===== src/core/eec_pkg.sv =====
// Package of constants and types for the edge event counter
package eec_pkg;

   // ******************************************************
   // Register indices (byte address is four times index)
   // ******************************************************
   localparam int unsigned EEC_ADDR_W     = 18;
   localparam logic [15:0] EEC_IDX_CTRL   = 16'hFFC6;
   localparam logic [15:0] EEC_IDX_COUNT  = 16'hFFC7;
   localparam logic [15:0] EEC_IDX_PORTFN = 16'hFFD0;
   localparam logic [15:0] EEC_IDX_STATUS = 16'hFFD1;
   localparam logic [15:0] EEC_IDX_MASK   = 16'hFFD2;

   // ******************************************************
   // Field positions and reset values
   // ******************************************************
   localparam int unsigned EEC_CLR_BIT    = 7;
   localparam int unsigned EEC_EDG_BIT    = 0;
   localparam int unsigned EEC_EVT_BIT    = 0;
   localparam int unsigned EEC_OVF_BIT    = 0;
   localparam logic [7:0]  EEC_CTRL_RST   = 8'h7E;
   localparam logic [7:0]  EEC_CTRL_RSVD  = 8'h7E;
   localparam logic [7:0]  EEC_COUNT_RST  = 8'h00;
   localparam logic [7:0]  EEC_COUNT_MAX  = 8'hFF;
   localparam logic        EEC_EDG_RST    = 1'b0;
   localparam logic        EEC_EVT_RST    = 1'b0;
   localparam logic        EEC_EN_RST     = 1'b0;

   // ******************************************************
   // Bus answers
   // ******************************************************
   localparam logic [1:0]  EEC_RESP_OKAY  = 2'h0;
   localparam logic [1:0]  EEC_RESP_SLV   = 2'h2;

   typedef struct packed {
      logic s1;
      logic s2;
      logic s3;
   } eec_det_state_t;

endpackage


===== src/core/eec_edge_if.sv =====
// Interface between the counter core and its pin edge detector
`timescale 1ns/10ps
`default_nettype none
interface eec_edge_if;
   logic pin;
   logic rise_sel;
   logic enable;
   logic pulse;
   modport det  (input pin, input rise_sel, input enable, output pulse);
   modport core (output pin, output rise_sel, output enable, input pulse);
endinterface
`default_nettype wire


===== src/core/eec_edge_det.sv =====
// Synchroniser and single-pulse edge detector for the event pin
`timescale 1ns/10ps
`default_nettype none
module eec_edge_det
   import eec_pkg::*;
(
   // Clock and reset
   input  wire logic clk_sys_in,
   input  wire logic resetn_in,
   // Link to counter core
   eec_edge_if.det   edge_if
);
   import eec_pkg::*;

   eec_det_state_t st_r;
   eec_det_state_t st_nxt;
   logic           rise;
   logic           fall;

   always_comb begin
      st_nxt    = st_r;
      st_nxt.s1 = edge_if.pin;
      st_nxt.s2 = st_r.s1;
      st_nxt.s3 = st_r.s2;
   end

   always_ff @(posedge clk_sys_in or negedge resetn_in) begin
      if (!resetn_in) begin
         st_r <= '0;
      end else begin
         st_r <= st_nxt;
      end
   end

   // Only s2/s3 are looked at; s1 may be metastable
   assign rise = st_r.s2 & ~st_r.s3;
   assign fall = ~st_r.s2 & st_r.s3;
   assign edge_if.pulse = edge_if.enable &
                          (edge_if.rise_sel ? rise : fall);
endmodule
`default_nettype wire


===== src/core/eec_top.sv =====
// Edge event counter with AXI4-Lite register access
//
// Operation
// - An 8-bit up-counter advances by one per detected active edge.
// - Control bit 0 picks falling edges when 0 and rising when 1.
// - An edge at count FF wraps to 00 and sets the overflow flag.
// - The interrupt is raised while flag and its enable are both 1.
// - After wrapping the count carries on up from zero, no reload.
// - Writing 1 to control bit 7 forces the count to 00.
// - The clear bit drops back to 0 by itself after the clear.
// - Writing 0 to control bit 7 does nothing.
// - Control bits 6 to 1 always read 1 and ignore writes.
// - The count is read-only and readable at any time.
// - Reset gives count 00 and control 7E.
// - The pin feeds the counter only when the event function bit is 1.
//
// Our own choice: register access over AXI4-Lite.
`timescale 1ns/10ps
`default_nettype none
module eec_top
   import eec_pkg::*;
(
   // Clock and reset
   input  wire logic                  clk_sys_in,
   input  wire logic                  resetn_in,
   // Event pin
   input  wire logic                  ext_count_pin_in,
   // Interrupt
   output logic                       irq_out,
   // AXI4-Lite write address
   input  wire logic                  s_axi_awvalid_in,
   output logic                       s_axi_awready_out,
   input  wire logic [EEC_ADDR_W-1:0] s_axi_awaddr_in,
   // AXI4-Lite write data
   input  wire logic                  s_axi_wvalid_in,
   output logic                       s_axi_wready_out,
   input  wire logic [31:0]           s_axi_wdata_in,
   input  wire logic [3:0]            s_axi_wstrb_in,
   // AXI4-Lite write response
   output logic                       s_axi_bvalid_out,
   input  wire logic                  s_axi_bready_in,
   output logic [1:0]                 s_axi_bresp_out,
   // AXI4-Lite read address
   input  wire logic                  s_axi_arvalid_in,
   output logic                       s_axi_arready_out,
   input  wire logic [EEC_ADDR_W-1:0] s_axi_araddr_in,
   // AXI4-Lite read data
   output logic                       s_axi_rvalid_out,
   input  wire logic                  s_axi_rready_in,
   output logic [31:0]                s_axi_rdata_out,
   output logic [1:0]                 s_axi_rresp_out
);
   import eec_pkg::*;

   // ******************************************************
   // State
   // ******************************************************
   typedef struct packed {
      logic                  aw_held;
      logic [EEC_ADDR_W-1:0] aw_addr;
      logic                  w_held;
      logic [7:0]            w_data;
      logic                  w_lane0;
      logic                  bvalid;
      logic [1:0]            bresp;
      logic                  rvalid;
      logic [31:0]           rdata;
      logic [1:0]            rresp;
      logic [7:0]            count;
      logic                  edge_polarity_select;
      logic                  counter_zero_strobe;
      logic                  event_fn;
      logic                  overflow_request_flag;
      logic                  overflow_irq_enable;
      logic                  irq;
   } eec_state_t;

   localparam logic [EEC_ADDR_W-1:0] ADDR_CTRL   = {EEC_IDX_CTRL,   2'b00};
   localparam logic [EEC_ADDR_W-1:0] ADDR_COUNT  = {EEC_IDX_COUNT,  2'b00};
   localparam logic [EEC_ADDR_W-1:0] ADDR_PORTFN = {EEC_IDX_PORTFN, 2'b00};
   localparam logic [EEC_ADDR_W-1:0] ADDR_STATUS = {EEC_IDX_STATUS, 2'b00};
   localparam logic [EEC_ADDR_W-1:0] ADDR_MASK   = {EEC_IDX_MASK,   2'b00};

   eec_state_t  st_r;
   eec_state_t  st_nxt;
   eec_edge_if  edge_if ();
   logic        do_wr;
   logic        rd_take;
   logic        cnt_edge;
   logic [7:0]  ctrl_view;

   // ******************************************************
   // Pin edge detection
   // ******************************************************
   assign edge_if.pin      = ext_count_pin_in;
   assign edge_if.rise_sel = st_r.edge_polarity_select;
   assign edge_if.enable   = st_r.event_fn;

   eec_edge_det eec_edge_det_i (
      .clk_sys_in (clk_sys_in),
      .resetn_in  (resetn_in),
      .edge_if    (edge_if.det)
   );

   assign cnt_edge = edge_if.pulse;

   // ******************************************************
   // Handshakes
   // ******************************************************
   assign s_axi_awready_out = ~st_r.aw_held;
   assign s_axi_wready_out  = ~st_r.w_held;
   assign s_axi_arready_out = ~st_r.rvalid;
   assign s_axi_bvalid_out  = st_r.bvalid;
   assign s_axi_bresp_out   = st_r.bresp;
   assign s_axi_rvalid_out  = st_r.rvalid;
   assign s_axi_rdata_out   = st_r.rdata;
   assign s_axi_rresp_out   = st_r.rresp;

   // Response must drain before the next write is performed
   assign do_wr   = st_r.aw_held & st_r.w_held & ~st_r.bvalid;
   assign rd_take = s_axi_arvalid_in & ~st_r.rvalid;
   // Reserved bits fixed high
   assign ctrl_view = EEC_CTRL_RSVD
                    | {st_r.counter_zero_strobe, 6'h00,
                       st_r.edge_polarity_select};

   assign irq_out = st_r.irq;

   // ******************************************************
   // Next state
   // ******************************************************
   always_comb begin
      st_nxt = st_r;
      if (s_axi_awvalid_in && !st_r.aw_held) begin
         st_nxt.aw_held = 1'b1;
         st_nxt.aw_addr = s_axi_awaddr_in;
      end
      if (s_axi_wvalid_in && !st_r.w_held) begin
         st_nxt.w_held  = 1'b1;
         st_nxt.w_data  = s_axi_wdata_in[7:0];
         st_nxt.w_lane0 = s_axi_wstrb_in[0];
      end
      if (st_r.bvalid && s_axi_bready_in) begin
         st_nxt.bvalid = 1'b0;
      end
      if (st_r.rvalid && s_axi_rready_in) begin
         st_nxt.rvalid = 1'b0;
      end

      // Counting, wrap at the top
      if (cnt_edge) begin
         st_nxt.count = st_r.count + 8'h01;
      end
      // Clear has priority over a coincident edge
      if (st_r.counter_zero_strobe) begin
         st_nxt.count               = EEC_COUNT_RST;
         st_nxt.counter_zero_strobe = 1'b0;
      end

      if (do_wr) begin
         st_nxt.aw_held = 1'b0;
         st_nxt.w_held  = 1'b0;
         st_nxt.bvalid  = 1'b1;
         st_nxt.bresp   = EEC_RESP_OKAY;
         if (st_r.aw_addr == ADDR_CTRL) begin
            if (st_r.w_lane0) begin
               st_nxt.edge_polarity_select = st_r.w_data[EEC_EDG_BIT];
               if (st_r.w_data[EEC_CLR_BIT]) begin
                  st_nxt.counter_zero_strobe = 1'b1;
               end
            end
         end else if (st_r.aw_addr == ADDR_COUNT) begin
            // Count is read-only; write accepted and dropped
            st_nxt.bresp = EEC_RESP_OKAY;
         end else if (st_r.aw_addr == ADDR_PORTFN) begin
            if (st_r.w_lane0) begin
               st_nxt.event_fn = st_r.w_data[EEC_EVT_BIT];
            end
         end else if (st_r.aw_addr == ADDR_STATUS) begin
            if (st_r.w_lane0 && st_r.w_data[EEC_OVF_BIT]) begin
               st_nxt.overflow_request_flag = 1'b0;
            end
         end else if (st_r.aw_addr == ADDR_MASK) begin
            if (st_r.w_lane0) begin
               st_nxt.overflow_irq_enable = st_r.w_data[EEC_OVF_BIT];
            end
         end else begin
            st_nxt.bresp = EEC_RESP_SLV;
         end
      end

      // Set after the clear so a new overflow is never lost
      if (cnt_edge && !st_r.counter_zero_strobe
          && st_r.count == EEC_COUNT_MAX) begin
         st_nxt.overflow_request_flag = 1'b1;
      end

      // Registered so the pin carries no decode glitch
      st_nxt.irq = st_nxt.overflow_request_flag
                 & st_nxt.overflow_irq_enable;

      if (rd_take) begin
         st_nxt.rvalid = 1'b1;
         st_nxt.rresp  = EEC_RESP_OKAY;
         st_nxt.rdata  = 32'h0000_0000;
         if (s_axi_araddr_in == ADDR_CTRL) begin
            st_nxt.rdata[7:0] = ctrl_view;
         end else if (s_axi_araddr_in == ADDR_COUNT) begin
            st_nxt.rdata[7:0] = st_r.count;
         end else if (s_axi_araddr_in == ADDR_PORTFN) begin
            st_nxt.rdata[EEC_EVT_BIT] = st_r.event_fn;
         end else if (s_axi_araddr_in == ADDR_STATUS) begin
            st_nxt.rdata[EEC_OVF_BIT] = st_r.overflow_request_flag;
         end else if (s_axi_araddr_in == ADDR_MASK) begin
            st_nxt.rdata[EEC_OVF_BIT] = st_r.overflow_irq_enable;
         end else begin
            st_nxt.rresp = EEC_RESP_SLV;
         end
      end
   end

   // ******************************************************
   // Registers
   // ******************************************************
   always_ff @(posedge clk_sys_in or negedge resetn_in) begin
      if (!resetn_in) begin
         st_r                       <= '0;
         st_r.count                 <= EEC_COUNT_RST;
         st_r.edge_polarity_select  <= EEC_EDG_RST;
         st_r.event_fn              <= EEC_EVT_RST;
         st_r.overflow_irq_enable   <= EEC_EN_RST;
      end else begin
         st_r <= st_nxt;
      end
   end
endmodule
`default_nettype wire


===== config.mk =====
export PLATFORM = sky130hd
export DESIGN_NAME = eec_top
export DESIGN_NICKNAME = d
export VERILOG_FILES = /design/src/core/eec_pkg.sv /design/src/core/eec_edge_if.sv /design/src/core/eec_edge_det.sv /design/src/core/eec_top.sv
export SDC_FILE = /design/constraint.sdc
export NUM_CORES = 1
export LEC_CHECK = 0
export BUFFER_PORTS_ARGS = -buffer_cell sky130_fd_sc_hd__buf_2
export CORE_MARGIN = 1.5
export CORE_UTILIZATION = 49
export CTS_BUF_LIST = sky130_fd_sc_hd__clkbuf_4 sky130_fd_sc_hd__clkbuf_8 sky130_fd_sc_hd__clkbuf_16
export DETAILED_ROUTE_END_ITERATION = 10
export PLACE_DENSITY = 0.91
export SYNTH_ARGS = -nofsm -noshare
export SYNTH_HDL_FRONTEND = slang
export SYNTH_SLANG_ARGS = --single-unit

===== constraint.sdc =====
create_clock -name clk_sys_in -period 5.25 [get_ports clk_sys_in]
set_clock_uncertainty 0.2 [all_clocks]
set_input_delay 0.525 -clock clk_sys_in [delete_from_list [all_inputs] [get_ports clk_sys_in]]
set_output_delay 0.525 -clock clk_sys_in [all_outputs]
set_load 0.005 [all_outputs]

==> metrics.txt <==
status=finished clean; Slowest-stage cell, CP=nor4_1; Post-DP HPWL=3.26 mm; # port buffers=62; worst reg2reg path startpoint=st_r[63]$_DFFE_PN0P_; Fin. Hold Viols=0; Async SR Flop Fraction=1.00; clock share of power=0.251; RSZ-0062 raised after global routing=false; yosys warns=0; Post-CTS Setup Inserts=0; Hold Path Depth=1; Int Pwr=0.799 mW; io pins=122; flops & latches, synth=52; WHS=0.124 ns; Pre-Repair DR Iteration Count=4; count of flip-flops with a built-in enable after synthesis=0; Num CTS Buffers=5; via count=1801; Leakage=1.44 nW; Setup Crit Path Kind=reg2reg; total track usage=0.158; fin worst setup slack=3.14 ns; Layout area overhead=11.8%; initial antenna violation count=0; largest net degree at the start of global routing=53; setup TNS=0 ns; NumNets Final=370; Worst Setup End Kind=flip-flop; switching portion of total power=0.271; fin crit period=2.11 ns; Clock transition at path regs=0.09 ns; Clock Path Buffers=2; reg2reg path depth=4; final worst path period share=0.401; Max-Cap Viols=0; diode count=0; Die Wd=76.0 um; Wirelength per Cell=11.9 um; R2R Path End=edge_if.rise_sel$_DFFE_PN0P_; Max Fclk=0.475 GHz; synth unique cells=45; via density per instance=5.00; pins over their slew limit=0; fillers=453; Mapped Cells=237; worst min path class=in2reg; clock sinks=52; worst-skew pair later-pin latency=0.30 ns; final antenna-violating net count=0; Core ar.=5140 um2; Slew @ Worst Pin=1.08 ns; setup violators final=0; grt ovf=0; Primary FF master, synth=dfrtp_1; slowest stage delay, CP=0.44 ns; die outline area=5780 um2; Worst Path Required=5.24 ns; CP startpoint kind=flip-flop; # rows=26; worst hold path endpoint=eec_edge_det_i.st_nxt[1]$_DFF_PN0_; CP bufs+invs=0; arrival time at the worst endpoint=2.10 ns; CTS Hold Bufs=0; mean area per synthesized cell=11.0 um2; Place WS=3.11 ns; initial core utilization=0.509; sequential fraction of the synthesis area=0.498; pwr dens=375 nW/um2; combinational share of power=0.229; CTS H-tree depth=2; Switch Pwr=0.297 mW; CTS root buf=clkbuf_8; mapped cell area=2610 um2; CP delay by family, top=simple AND/OR/NAND/NOR gates; GP Congestion=0.868; final WL=4.27 mm; CTS tree=built; number of global-route vias before repair=1627; flop-to-flop setup slack=3.14 ns; first-pass GRT wire length=7.36 mm; relative slew slack=0.278; layout cells sized above 1=0.338; hold_sp=ext_count_pin_in; Flop pwr share=0.519; worst-path fanout max=6; DR DRC count=0; Peak VDD IR=0.000274 V; DRT iter0 DRCs=69; post-CTS sizing=0; die height=76.0 um; crit path cell chain=nor4bb_1 > nand4_1 > nor4_1 > mux2_2
[metrics by stage]
stage          total power [mW]   util  area [um2]  cells
3_3_place_gp              0.813  0.546        2810    352
2_1_floorplan             0.770      -        2710    262
4_1_cts                    1.11  0.569        2920    360
6_report                   1.10  0.569        2920    360
3_5_place_dp              0.833  0.546        2810    352
5_1_grt                    1.17  0.569        2920    360
[how the worst max path moves through the flow]
stage                     cells after the start                      endpoint                         start  slack, ns
final                                         4  edge_if.rise_sel$_DFFE_PN0P_          st_r[63]$_DFFE_PN0P_       3.14
after global routing                          4             irq_out$_DFF_PN0_          st_r[63]$_DFFE_PN0P_       2.93
after CTS                                     4  edge_if.rise_sel$_DFFE_PN0P_          st_r[63]$_DFFE_PN0P_       3.09
after detailed placement                      4  edge_if.rise_sel$_DFFE_PN0P_          st_r[63]$_DFFE_PN0P_       3.11
after global placement                        4  edge_if.rise_sel$_DFFE_PN0P_          st_r[63]$_DFFE_PN0P_       3.12
after floorplan                               4  edge_if.rise_sel$_DFFE_PN0P_  s_axi_bvalid_out$_DFFE_PN0P_       3.30
[area by class of cell]
class                      count  area (um2)  area share
timing repair buffer          62         310       0.106
multi-input combinational    163        1090       0.373
clock buffer                   6        76.3      0.0261
sequential                    52        1300       0.445
inverter                       5        18.8     0.00642
clock inverter                 2        38.8      0.0133
tap                           70        87.6      0.0300
[synthesized netlist by cell type, types with 2 or more instances]
library cell	instances	area [um2]
a211oi_1	2	15.0
nor2_1	11	41.3
dfrtp_1	52	1300
nand3b_1	3	22.5
o31ai_1	10	75.1
xnor2_1	3	26.3
nor2b_1	8	50.1
nor4bb_1	2	20.0
and4_1	4	35.0
mux2i_1	3	30.0
o21a_1	2	15.0
and3_1	2	12.5
nand2_1	21	78.8
o21ai_0	7	35.0
and2_1	2	12.5
inv_1	5	18.8
buf_4	37	278
mux2_2	22	248
nand4_1	3	18.8
and2b_1	2	15.0
clkbuf_1	4	15.0
nand3_1	2	10.0
nor4_1	2	12.5
xor2_1	3	26.3
o2111ai_1	2	17.5
a21oi_1	4	20.0
[logic make-up (layout without fill, tap and decap cells)]
logic type	after synthesis	in the layout	share of synthesized area
AO/OA/AOI/OAI	31	31	0.0804
XOR/XNOR	6	6	0.0201
adder cells (fa/ha/maj)	1	1	0.00479
buffers and inverters	47	75	0.121
flip-flops	52	52	0.498
multiplexers	25	25	0.106
other	1	26	0.00143
AND/OR/NAND/NOR	74	74	0.168
[power by group through the flow]
stage	Combinational (mW)	Sequential, mW	Clock, mW
2_1_floorplan	0.211	0.559	0
3_3_place_gp	0.243	0.571	0
3_5_place_dp	0.255	0.578	0
4_1_cts	0.255	0.570	0.284
5_1_grt	0.283	0.586	0.297
6_report	0.252	0.569	0.275
[registers in the layout, indices dropped and copies added (netlist names)]
signal                 flops
eec_edge_det_i.st_nxt      2
s_axi_bresp_out            1
s_axi_rvalid_out           1
edge_if.enable             1
s_axi_rdata_out            8
ctrl_view                  1
irq_out                    1
st_r                      33
s_axi_bvalid_out           1
s_axi_rresp_out            1
edge_if.rise_sel           1
eec_edge_det_i.st_r        1
[layer usage]
metal	up-vias	part of all wire	track usage
li1	874	-	-
met1	838	0.43	0.201
met2	83	0.47	0.246
met3	6	0.090	0.0623
met4	0	0.011	0.0556
met5	-	0	0
[cell usage in the layout (no fill, tap or decap), types with 7 or more instances in the layout]
master / netlist / routed
conb_1: 1 / 26
o21ai_0: 7 / 7
mux2_2: 22 / 22
o31ai_1: 10 / 10
buf_2: 1 / 62
nor2b_1: 8 / 8
nand2_1: 21 / 21
dfrtp_1: 52 / 52
nor2_1: 11 / 11
Note: power is estimated with default switching activity, not from simulation.
